**config.mk**
```make
export PLATFORM = sky130hd
export DESIGN_NAME = acc_top
export DESIGN_NICKNAME = d
export VERILOG_FILES = /design/src/design/acc_pkg.sv /design/src/design/acc_top.sv /design/src/design/acc_clk_div.sv /design/src/design/acc_sar.sv
export SDC_FILE = /design/constraint.sdc
export NUM_CORES = 1
export LEC_CHECK = 0
export BUFFER_PORTS_ARGS = -buffer_cell sky130_fd_sc_hd__buf_2
export CORE_ASPECT_RATIO = 1.2
export CORE_MARGIN = 4
export CORE_UTILIZATION = 45
export DETAILED_ROUTE_END_ITERATION = 10
export SLEW_MARGIN = 20
export SYNTH_ARGS = -nofsm -noshare
export SYNTH_HDL_FRONTEND = slang
export SYNTH_SLANG_ARGS = --single-unit
export TNS_END_PERCENT = 20
```
**constraint.sdc**
```tcl
create_clock -name clk -period 2.6 [get_ports clk]
set_input_delay 0.78 -clock clk [delete_from_list [all_inputs] [get_ports clk]]
set_output_delay 0.78 -clock clk [all_outputs]
set_load 0.1 [all_outputs]
```
**src/design/acc_pkg.sv**
```systemverilog
// Contract
// - Channel select 1 converts the first input, 0 converts the second.
// - Writing start begins a conversion; start reads 1 until it ends.
// - The result is ready eleven conversion-clock periods after start.
// - Completion sets the done flag and clears start together.
// - Only hardware sets the done flag; software writes 0 to clear.
// - Interrupt request is done flag AND the converter interrupt enable.
// - Result bits 9..2 go high register, bits 1..0 go low register.
// - Result registers ignore writes; low register bits 7..2 read 0.
// - Freeze bit plus launched conversion halts the CPU until the end.
// - Hardware clears the freeze bit at the end, releasing the CPU.
// - Freeze stops only the CPU; peripherals and clocks keep running.
// - Interrupts during freeze stay pending and are served afterwards.
// - Enable 1 runs the converter; 0 keeps it in standby.
// - Conversion clock is peripheral clock over a 5-bit divider; 0 is 32.
// - Reserved bits read 0; software never writes them as 1.
// - Reset clears control and both result registers.
package acc_pkg;

  // ----------------------------------------------------------------
  // Register map and fields
  // ----------------------------------------------------------------
  localparam logic [7:0] ACC_ADDR_CLKDIV = 8'hf2;
  localparam logic [7:0] ACC_ADDR_CTRL = 8'hf3;
  localparam logic [7:0] ACC_ADDR_RES_LOW = 8'hf4;
  localparam logic [7:0] ACC_ADDR_RES_HIGH = 8'hf5;

  localparam int ACC_BIT_FREEZE = 6;
  localparam int ACC_BIT_ENABLE = 5;
  localparam int ACC_BIT_DONE = 4;
  localparam int ACC_BIT_START = 3;
  localparam int ACC_BIT_CHAN = 0;

  localparam int ACC_RES_W = 10;
  localparam int ACC_DIV_W = 5;
  localparam int ACC_CNT_W = 6;

  localparam logic [7:0] ACC_BYTE_ZERO = 8'h00;
  localparam logic [4:0] ACC_CLKDIV_RESET = 5'h00;

  // ----------------------------------------------------------------
  // Timing
  // ----------------------------------------------------------------
  localparam logic [3:0] ACC_CONV_PERIODS = 4'hb;
  localparam logic [3:0] ACC_CONV_LAST = ACC_CONV_PERIODS - 4'h1;
  localparam logic [5:0] ACC_DIV_ZERO_RATIO = 6'h20;
  localparam logic [ACC_RES_W-1:0] ACC_SAR_MSB = 10'h200;

  // ----------------------------------------------------------------
  // Types
  // ----------------------------------------------------------------
  typedef struct packed {
    logic freeze;
    logic enable;
    logic done;
    logic busy;
    logic chan;
  } acc_ctrl_t;

  typedef enum logic [1:0] {ACC_IDLE, ACC_SAMPLE, ACC_DECIDE} acc_phase_t;

  typedef struct packed {
    logic wr;
    logic rd;
    logic [7:0] addr;
    logic [7:0] wdata;
  } acc_sfr_req_t;

  typedef struct packed {
    logic enable;
    logic select_first;
    logic sample;
    logic [ACC_RES_W-1:0] dac_code;
  } acc_analog_t;

  // ----------------------------------------------------------------
  // Functions
  // ----------------------------------------------------------------
  function automatic logic [ACC_CNT_W-1:0] acc_div_ratio(
      input logic [ACC_DIV_W-1:0] div);
    acc_div_ratio = (div == 5'h00) ? ACC_DIV_ZERO_RATIO : {1'b0, div};
  endfunction

  function automatic logic [7:0] acc_ctrl_byte(input acc_ctrl_t c);
    logic [7:0] b;
    b = ACC_BYTE_ZERO;
    b[ACC_BIT_FREEZE] = c.freeze;
    b[ACC_BIT_ENABLE] = c.enable;
    b[ACC_BIT_DONE] = c.done;
    b[ACC_BIT_START] = c.busy;
    b[ACC_BIT_CHAN] = c.chan;
    acc_ctrl_byte = b;
  endfunction

endpackage

```
**src/design/acc_top.sv**
```systemverilog
`timescale 1ns/1ps
module acc_top
  import acc_pkg::*;
(
  input wire logic clk, // peripheral clock, 40 MHz
  input wire logic reset_n, // asynchronous reset, active low
  input wire acc_sfr_req_t sfr, // special function register access
  output logic [7:0] sfr_rdata, // read data, valid the cycle after rd
  input wire logic irq_enable_in, // converter interrupt enable bit
  input wire logic comparator_in, // comparator output, asynchronous
  output acc_analog_t analog, // controls for the analog section
  output logic conversion_irq, // interrupt request, level
  output logic cpu_freeze // halts CPU instruction execution
);

  typedef struct packed {
    acc_ctrl_t ctrl;
    logic [ACC_DIV_W-1:0] clkdiv;
    logic [7:0] res_high;
    logic [1:0] res_low;
    acc_phase_t phase;
    logic [3:0] periods;
    logic sample;
    logic cmp_meta;
    logic cmp_sync;
    logic irq;
    logic freeze_out;
    logic [7:0] rdata;
  } acc_top_state_t;

  // ----------------------------------------------------------------
  // Reset release
  // ----------------------------------------------------------------
  logic rst_meta;
  logic rst_n_s;

  always_ff @(posedge clk or negedge reset_n) begin
    if (!reset_n) begin
      rst_meta <= 1'b0;
      rst_n_s <= 1'b0;
    end else begin
      rst_meta <= 1'b1;
      rst_n_s <= rst_meta;
    end
  end

  // ----------------------------------------------------------------
  // Submodules
  // ----------------------------------------------------------------
  acc_top_state_t s;
  acc_top_state_t n;
  logic div_tick;
  logic start_ok;
  logic done_w;
  logic abort_w;
  logic sar_decide;
  logic wr_ctrl;
  logic wr_clkdiv;
  logic [ACC_RES_W-1:0] sar_code;
  logic [ACC_RES_W-1:0] final_code;

  acc_clk_div u_div (
    .clk(clk),
    .rst_n(rst_n_s),
    .restart(start_ok),
    .divide(s.clkdiv),
    .tick(div_tick)
  );

  acc_sar u_sar (
    .clk(clk),
    .rst_n(rst_n_s),
    .load(start_ok),
    .decide(sar_decide),
    .keep(s.cmp_sync),
    .code(sar_code)
  );

  // ----------------------------------------------------------------
  // Control, sequencing and register file
  // ----------------------------------------------------------------
  always_comb begin
    n = s;
    wr_ctrl = sfr.wr && (sfr.addr == ACC_ADDR_CTRL);
    wr_clkdiv = sfr.wr && (sfr.addr == ACC_ADDR_CLKDIV);
    // The last decision is taken from the synchronised comparator bit, not from the SAR register.
    final_code = {sar_code[ACC_RES_W-1:1], s.cmp_sync};
    start_ok = wr_ctrl && sfr.wdata[ACC_BIT_START]
      && sfr.wdata[ACC_BIT_ENABLE] && !s.ctrl.busy;
    done_w = (s.phase == ACC_DECIDE) && div_tick
      && (s.periods == ACC_CONV_LAST);
    sar_decide = (s.phase == ACC_DECIDE) && div_tick;

    n.cmp_meta = comparator_in;
    n.cmp_sync = s.cmp_meta;

    if (wr_clkdiv) begin
      n.clkdiv = sfr.wdata[ACC_DIV_W-1:0];
    end
    if (wr_ctrl) begin
      n.ctrl.chan = sfr.wdata[ACC_BIT_CHAN];
      n.ctrl.enable = sfr.wdata[ACC_BIT_ENABLE];
      n.ctrl.freeze = sfr.wdata[ACC_BIT_FREEZE];
      n.ctrl.done = s.ctrl.done & sfr.wdata[ACC_BIT_DONE];
    end
    abort_w = s.ctrl.busy && !n.ctrl.enable && !done_w;

    if (start_ok) begin
      n.ctrl.busy = 1'b1;
      n.phase = ACC_SAMPLE;
      n.sample = 1'b1;
      n.periods = 4'h0;
    end else begin
      unique case (s.phase)
        ACC_IDLE: begin
        end
        ACC_SAMPLE: begin
          if (div_tick) begin
            n.phase = ACC_DECIDE;
            n.sample = 1'b0;
            n.periods = 4'h1;
          end
        end
        ACC_DECIDE: begin
          if (div_tick && !done_w) begin
            n.periods = s.periods + 4'h1;
          end
        end
      endcase
    end

    if (done_w) begin
      n.res_high = final_code[ACC_RES_W-1:2];
      n.res_low = final_code[1:0];
      n.ctrl.done = 1'b1;
      n.ctrl.busy = 1'b0;
      n.ctrl.freeze = 1'b0;
      n.phase = ACC_IDLE;
    end
    if (abort_w) begin
      n.ctrl.busy = 1'b0;
      n.ctrl.freeze = 1'b0;
      n.phase = ACC_IDLE;
      n.sample = 1'b0;
    end

    // Only the CPU is held; divider and sequencing run on.
    n.freeze_out = n.ctrl.freeze && n.ctrl.busy;
    // The level stays up while frozen, so the request remains pending.
    n.irq = n.ctrl.done && irq_enable_in;

    n.rdata = ACC_BYTE_ZERO;
    if (sfr.rd) begin
      unique case (sfr.addr)
        ACC_ADDR_CLKDIV: n.rdata = {3'b000, s.clkdiv};
        ACC_ADDR_CTRL: n.rdata = acc_ctrl_byte(s.ctrl);
        ACC_ADDR_RES_LOW: n.rdata = {6'b00_0000, s.res_low};
        ACC_ADDR_RES_HIGH: n.rdata = s.res_high;
        default: n.rdata = ACC_BYTE_ZERO;
      endcase
    end
  end

  always_ff @(posedge clk or negedge rst_n_s) begin
    if (!rst_n_s) begin
      s <= '0;
    end else begin
      s <= n;
    end
  end

  // ----------------------------------------------------------------
  // Outputs
  // ----------------------------------------------------------------
  assign sfr_rdata = s.rdata;
  assign conversion_irq = s.irq;
  assign cpu_freeze = s.freeze_out;
  assign analog.enable = s.ctrl.enable;
  assign analog.select_first = s.ctrl.chan;
  assign analog.sample = s.sample;
  assign analog.dac_code = sar_code;

  // ----------------------------------------------------------------
  // Checks
  // ----------------------------------------------------------------
  logic [3:0] ticks_seen;

  always_ff @(posedge clk or negedge rst_n_s) begin
    if (!rst_n_s) begin
      ticks_seen <= 4'h0;
    end else if (start_ok) begin
      ticks_seen <= 4'h0;
    end else if (s.ctrl.busy && div_tick) begin
      ticks_seen <= ticks_seen + 4'h1;
    end
  end

  // Cycles since the last conversion-clock tick, for the period check.
  logic [ACC_CNT_W-1:0] gap_q;
  logic div_moved_q;

  always_ff @(posedge clk or negedge rst_n_s) begin
    if (!rst_n_s) begin
      gap_q <= '0;
      div_moved_q <= 1'b0;
    end else begin
      if (start_ok || div_tick) begin
        gap_q <= '0;
      end else begin
        gap_q <= gap_q + 6'h01;
      end
      if (start_ok) begin
        div_moved_q <= 1'b0;
      end else if (wr_clkdiv) begin
        div_moved_q <= 1'b1;
      end
    end
  end
endmodule

```
**src/design/acc_clk_div.sv**
```systemverilog
`timescale 1ns/1ps
module acc_clk_div
  import acc_pkg::*;
(
  input wire logic clk, // peripheral clock
  input wire logic rst_n, // synchronised reset, active low
  input wire logic restart, // restart the period at a conversion start
  input wire logic [ACC_DIV_W-1:0] divide, // divider field
  output logic tick // one pulse per conversion-clock period
);

  typedef struct packed {
    logic [ACC_CNT_W-1:0] count;
    logic tick;
  } acc_div_state_t;

  acc_div_state_t s;
  acc_div_state_t n;
  logic [ACC_CNT_W-1:0] ratio;

  // ----------------------------------------------------------------
  // Period counter
  // ----------------------------------------------------------------
  always_comb begin
    n = s;
    ratio = acc_div_ratio(divide);
    n.tick = !restart && (s.count == ratio - 6'h01);
    if (restart || n.tick) begin
      n.count = '0;
    end else begin
      n.count = s.count + 6'h01;
    end
  end

  always_ff @(posedge clk or negedge rst_n) begin
    if (!rst_n) begin
      s <= '0;
    end else begin
      s <= n;
    end
  end

  assign tick = s.tick;

endmodule

```
**src/design/acc_sar.sv**
```systemverilog
`timescale 1ns/1ps
module acc_sar
  import acc_pkg::*;
(
  input wire logic clk, // peripheral clock
  input wire logic rst_n, // synchronised reset, active low
  input wire logic load, // begin a new approximation
  input wire logic decide, // take one bit decision
  input wire logic keep, // comparator: input is at or above the trial level
  output logic [ACC_RES_W-1:0] code // trial code driven to the DAC
);

  typedef struct packed {
    logic [ACC_RES_W-1:0] code;
    logic [ACC_RES_W-1:0] mask;
  } acc_sar_state_t;

  acc_sar_state_t s;
  acc_sar_state_t n;

  // ----------------------------------------------------------------
  // Bit trial, most significant bit first
  // ----------------------------------------------------------------
  always_comb begin
    n = s;
    if (load) begin
      n.code = ACC_SAR_MSB;
      n.mask = ACC_SAR_MSB;
    end else if (decide && (s.mask != '0)) begin
      n.code = keep ? s.code : (s.code & ~s.mask);
      n.mask = s.mask >> 1;
      n.code = n.code | n.mask;
    end
  end

  always_ff @(posedge clk or negedge rst_n) begin
    if (!rst_n) begin
      s <= '0;
    end else begin
      s <= n;
    end
  end

  assign code = s.code;

endmodule

```
==> results of run 1 <==
[placed cells by master, fill, tap and decap left out, drive strengths merged, types with 8 or more instances in the layout]
master	n
a211oi	8
a21oi	27
nor2	19
inv	8
clkbuf	12
dfrtp	68
nand2	47
buf	49
mux2	21
[cell families after synthesis]
family                   Yosys count  synth area share (%)
AO/OA/AOI/OAI                     57                  11.2
XOR/XNOR                           9                  2.40
AND/OR/NAND/NOR                  108                  18.3
adder cells (fa/ha/maj)            4                  1.52
flip-flops                        68                  51.8
multiplexers                      22                  7.50
buffers and inverters             37                  7.16
other                              1                 0.114
[path summary, 6_finish.rpt]
kind / start / end / depth (start not counted)
max in group asynchronous: rst_n_s$_DFF_PN0_ / u_sar.code[1]$_DFFE_PN0P_ / 1
min in group clk: n[10]$_DFF_PN0_ / final_code[0]$_DFF_PN0_ / 0
max: u_sar.code[4]$_DFFE_PN0P_ / analog[4] / 1
max reg2reg: s[13]$_DFFE_PN0P_ / s[18]$_DFFE_PN0P_ / 6
min: reset_n / rst_meta$_DFF_PN0_ / 1
min reg2reg: rst_n_s$_DFF_PN0_ / s[36]$_DFF_PN0_ / 0
[power by group]
part           switching [W]  internal [W]
logic               0.000210      0.000142
registers          0.0000951       0.00113
clock network       0.000388      0.000493
[flip-flops by register name (all words and copies together) (netlist names), 3 cells and up]
signal and flops:
analog 3, s 24, sfr_rdata 8, u_div.s 6, u_sar.code 10, u_sar.s 10
[metrics by stage]
stage          util, %  hold WS, ns
6_report          52.6        0.216
3_5_place_dp      49.7        0.316
2_1_floorplan        -        0.331
3_3_place_gp      49.7        0.311
4_1_cts           52.6        0.198
5_1_grt           52.6        0.193
[cell type report]
cell class,instances,area (um2)
clock buffers,12,155
clock inverters,4,47.5
fillers,638,3310
inverters,8,30.0
multi-input cells,201,1350
flip-flops and latches,68,1700
well taps,87,109
repair buffers,49,273
[per-layer routing]
layer  share of wire (%)  GRT usage [%]  up-vias
met1                  46           21.7     1110
met4                 2.7           8.77        0
met5                   0              0        -
met2                  47           27.2       60
li1                    -              -     1117
met3                 4.7           3.25       17
==> metrics.md, run 1 <==
| Metric | Value |
|---|---|
| Status | `finished, final reports clean` |
| Slowest cell on crit path | `buf_2` |
| Leak pwr | `roughly 1.7 nW` |
| First-pass GRT wire length | `about 11,000 um` |
| CP Class | `reg2out` |
| Post-Layout Cell Count | `429` |
| Clock Sink Count | `between 60 and 70` |
| Unrepaired setup endpoints after global routing | `false` |
| Overall power | `~0.0025 W` |
| Total CTS buffers | `9` |
| PD cells | `around 670 nW/um2` |
| Syn avg cell area | `~11 um2` |
| Total setup buffers inserted after CTS | `0` |
| Port Buf Inserts | `between 40 and 50` |
| R2r setup slk | `approximately 0.67 ns` |
| Vias in the first global route | `2,337` |
| Cell area after layout | `between 3000 and 4000 um2` |
| Worst Tran Pin Value | `~0.63 ns` |
| Most common cell in the netlist | `dfrtp_1` |
| Syn Std Cell Area | `approximately 3300 um2` |
| Syn-to-layout area delta | `11.6%` |
| Via count | `2,304` |
| H-tree depth | `3` |
| GRT overflow | `0` |
| Startpoint type of the worst setup path | `flip-flop` |
| Hold Fails Final Rpt | `0` |
| Dpl cell area | `about 3500 um2` |
| Worst path max stage delay | `0.45 ns` |
| Core Rows | `33` |
| Critical-path cell list | `buf_2` |
| Cts repair resizes | `0` |
| Total negative slack | `0 ns` |
| Sequential area share after synthesis | `between 50% and 60%` |
| ANT cells | `0` |
| Clock latency on the worst-skew pair | `~0.34 ns` |
| Largest net degree at the start of global routing | `34` |
| Hold buffers post-CTS | `0` |
| Drt wl/cell | `between 15 and 20 um` |
| Critical Path AT | `about 1.2 ns` |
| CTS tree | `yes` |
| # setup viols final | `0` |
| F_max | `around 500 MHz` |
| Post-synth EDFFs | `0` |
| Root buf cell | `clkbuf_8` |
| Yosys reg bits | `between 60 and 70` |
| Io pins | `45` |
| Remaining DRCs | `0` |
| Largest area contributor in the netlist | `dfrtp_1` |
| Die Y | `around 100 um` |
| Die Width | `between 80 and 90 um` |
| Clk buf depth | `2` |
| Initial DRC count | `between 100 and 150` |
| Dominant cells by area after synthesis | `dfrtp_1 52%, mux2_2 7.2%, buf_4 5.7%` |
| Detailed placement HPWL | `~4800 um` |
| Setup WS pre-CTS | `0.395 ns` |
| Total GRT Usage | `16.9%` |
| CP required | `1.82 ns` |
| Syn Nets | `between 300 and 400` |
| GPL Wtd Cong | `about 0.77` |
| WL final | `about 6500 um` |
| Area of the core | `roughly 7000 um2` |
| Starting Density | `between 40% and 50%` |
| Share of cells above drive strength 1 | `27.8%` |
| Final WS setup | `around 0.63 ns` |
| DR vias/cell | `5.37` |
| Fin crit share | `between 70% and 80%` |
| CP max FO | `3` |
| Post-route minimum period | `1.97 ns` |
| Antenna-violating nets left | `0` |
| Slew Limit Fails | `0` |
| Crit. End Element | `output pin` |
| Synth cell types | `just under 50` |
| Worst min path class | `in2async` |
| Rel. slew slack | `between 50% and 60%` |
| Nets | `around 360` |
| Dpl cells | `approximately 410` |
| Clk_skew | `roughly 0.010 ns` |
| Most frequent cells after synthesis | `68 x dfrtp_1, 47 x nand2_1, 27 x a21oi_1` |
| Cells after Synth | `306` |
| Commonest register cell after synthesis | `dfrtp_1` |
| Delay-heaviest family, CP | `buffers and inverters` |
| Antenna violations before repair | `0` |
| Post-synth ARST share | `100%` |
| Clock-pin slew on the worst setup and hold paths | `roughly 0.08 ns` |
| Peak supply drop | `a little under 300 uV` |
| Syn. warnings | `0` |
| Area of the die | `8740 um2` |
| Maxcap violations | `0` |
| DR pass1 iterations | `4` |
| Sum of buffers and inverters on the critical path | `1` |
| Top-area cell type share of the netlist area | `between 50% and 60%` |
Note: power is estimated with default switching activity, not from simulation.
==> run 2, diff against run 1 <==
--- a/config.mk
+++ b/config.mk
@@ -5,11 +5,13 @@
 export SDC_FILE = /design/constraint.sdc
 export NUM_CORES = 1
 export LEC_CHECK = 0
+export ABC_AREA = 1
 export BUFFER_PORTS_ARGS = -buffer_cell sky130_fd_sc_hd__buf_2
 export CORE_ASPECT_RATIO = 1.2
 export CORE_MARGIN = 4
 export CORE_UTILIZATION = 45
 export DETAILED_ROUTE_END_ITERATION = 10
+export PLACE_DENSITY = 0.67
 export SLEW_MARGIN = 20
 export SYNTH_ARGS = -nofsm -noshare
 export SYNTH_HDL_FRONTEND = slang
==> constraint.sdc (replaced) <==
create_clock -name clk -period 1.7 [get_ports clk]
set_input_delay 0.51 -clock clk [delete_from_list [all_inputs] [get_ports clk]]
set_output_delay 0.51 -clock clk [all_outputs]
set_load 0.1 [all_outputs]
==> run 2 against run 1 <==
Net effect:
- combinational power is 68% higher
- flip-flop and latch count stayed put
- register-to-register slack worse by 0.55 ns
- power is 52% higher
- core utilization is 0.85 points higher
- non-clock buffer count is 17 higher
- critical endpoint is now analog[11]
==> metrics.md, run 2 <==
| Metric | Value |
|---|---|
| Status | `finished, final reports clean` |
| GPL Wtd Cong | `0.897` |
| Post-synth EDFFs | `0` |
| Maxcap violations | `0` |
| Cells after Synth | `~380` |
| Most common cell in the netlist | `nand2_1` |
| Post-synth ARST share | `100%` |
| Hold_ws | `0.232 ns` |
| Overall power | `0.00374 W` |
| Area of the core | `7230 um2` |
| Port Buf Inserts | `43` |
| Delay-heaviest family, CP | `buffers and inverters` |
| Via count | `2,508` |
| Yosys reg bits | `68` |
| Worst Tran Pin Value | `0.551 ns` |
| Post-route minimum period | `1.66 ns` |
| Fin crit share | `between 90% and 100%` |
| Syn avg cell area | `approximately 8.8 um2` |
| Slew Limit Fails | `0` |
| Sequential area share after synthesis | `50.9%` |
| Detailed placement HPWL | `around 5100 um` |
| Die Width | `approximately 87 um` |
| Clock latency on the worst-skew pair | `0.34 ns` |
| Most frequent cells in the layout | `86 x nand2_1, 67 x dfrtp_1, 48 x inv_1, 35 x nor2_1, 32 x buf_2` |
| Top-area cell type share of the netlist area | `~51%` |
| Rel. slew slack | `63.3%` |
| Syn-to-layout area delta | `15.5%` |
| Leak pwr | `between 1.5 and 2 nW` |
| Met2 wire length | `3290 um` |
| Unrepaired setup endpoints after global routing | `false` |
| Clock-pin slew on the worst setup and hold paths | `approximately 0.070 ns` |
| Worst path max stage delay | `~0.44 ns` |
| Hold Fails Final Rpt | `0` |
| Drt wl/cell | `around 13 um` |
| Clk_skew | `between 0.006 and 0.007 ns` |
| WL final | `between 6000 and 7000 um` |
| Area of the die | `8880 um2` |
| Met3 WL | `roughly 330 um` |
| Highest metal layer with signal wires | `met4` |
| PD cells | `~970 nW/um2` |
| DR vias/cell | `4.80` |
| DR pass1 iterations | `4` |
| ANT cells | `0` |
| Io pins | `between 40 and 50` |
| Peak supply drop | `slightly below 1000 uV` |
| Largest area contributor in the netlist | `dfrtp_1` |
| Synth cell types | `28` |
| Crit. End Element | `output pin` |
| Core Rows | `34` |
| Remaining DRCs | `0` |
| Antenna-violating nets left | `0` |
| Syn Std Cell Area | `~3300 um2` |
| Starting Density | `between 40% and 50%` |
| CP required | `1.19 ns` |
| Nets | `about 450` |
| Vias in the first global route | `about 2,500` |
| F_max | `between 600 and 700 MHz` |
| Critical-path cell list | `buf_2` |
| Total setup buffers inserted after CTS | `0` |
| Commonest register cell after synthesis | `dfrtp_1` |
| Sum of buffers and inverters on the critical path | `1` |
| Clock Sink Count | `68` |
| Total CTS buffers | `9` |
| Startpoint type of the worst setup path | `flip-flop` |
| First-pass GRT wire length | `about 11,000 um` |
| Clk buf depth | `2` |
| Most common cell after layout, fill and taps aside | `nand2_1` |
| Largest net degree at the start of global routing | `46` |
| Share of cells above drive strength 1 | `a little under a quarter` |
| Biggest register | `s` |
| Critical Path AT | `between 1 and 1.5 ns` |
| CP max FO | `2` |
| Met1 WL | `about 2800 um` |
| Syn. warnings | `0` |
| CTS tree | `yes` |
| Max reg flops | `24` |
| Total GRT Usage | `16.3%` |
| Most frequent cells after synthesis | `86 x nand2_1, 68 x dfrtp_1, 48 x inv_1` |
| Worst min path class | `reg2async` |
| Initial DRC count | `126` |
| Antenna violations before repair | `0` |
| H-tree depth | `3` |
| Dominant cells by area after synthesis | `dfrtp_1 51%, nand2_1 9.7%, inv_1 5.4%` |
| CP Class | `reg2out` |
| Root buf cell | `clkbuf_8` |
| Syn Nets | `405` |
| Slowest cell on crit path | `buf_2` |
| # setup viols final | `0` |
| GRT overflow | `0` |
| Die Y | `approximately 100 um` |
## run 2: metrics by stage
step / std cells / TNS (ns) / utilization, % / setup slack (ns) / area, um2
global route: 522 / 0 / 53.4 / 0.00284 / 3860
global placement: 506 / -1.08 / 50.2 / -0.0983 / 3630
detailed placement: 506 / -1.61 / 50.2 / -0.125 / 3630
floorplan: 379 / 0 / - / 0.166 / 3340
CTS: 522 / 0 / 53.1 / 0.000124 / 3840
finish: 522 / 0 / 53.4 / 0.0410 / 3860
## run 2: worst paths after layout
check,start,end,slack [ns],cells past startpoint
max,analog[11]$_DFFE_PN0N_,analog[11],0.04,1
min,rst_n_s$_DFF_PN0_,u_div.tick$_DFF_PN0_,0.23,1
max reg2reg,s[13]$_DFFE_PN0P_,s[20]$_DFFE_PN0P_,0.12,6
min reg2reg,rst_n_s$_DFF_PN0_,u_div.tick$_DFF_PN0_,0.23,1
max in group asynchronous,rst_n_s$_DFF_PN0_,u_sar.code[5]$_DFFE_PN0P_,0.98,1
min in group clk,comparator_in,n[10]$_DFF_PN0_,0.28,1
## run 2: final cells by class
cell class / instances / area [um2]
clock buffer: 10 / 138
tap: 90 / 113
sequential: 68 / 1700
timing repair buffer: 66 / 443
fill: 700 / 3370
multi-input combinational: 235 / 1230
inverter: 48 / 180
clock inverter: 5 / 52.6
## run 2: power by group
| part | internal [W] | total, W | leakage, nW | switching, W |
|---|---|---|---|---|
| combinational | 0.000237 | 0.000593 | 1.02 | 0.000356 |
| clock | 0.000701 | 0.00129 | 0.0979 | 0.000590 |
| sequential | 0.00173 | 0.00186 | 0.873 | 0.000126 |
| total | 0.00267 | 0.00374 | 1.99 | 0.00107 |
## run 2: routing by layer
metal,track usage (%),up-vias
li1,-,1276
met4,7.91,0
met1,19.6,1161
met5,0,-
met2,26.9,56
met3,4.68,15
## run 2: what timing repair did
action,in CTS,in global routing
hold endpoints to repair,2,0
resized for setup,3,9
endpoints found under the setup margin,3,9
hold buffers,1,0
## run 2: cell families after synthesis
group	Yosys count	share of synthesized area, %
and+or+nand+nor	164	21.7
buffers and inverters	76	12.3
DFF	68	50.9
AOI/OAI and AO/OA	46	7.52
xor gates and xnor gates	10	2.62
muxes	10	3.33
adders and majority gates	4	1.50
other	1	0.112
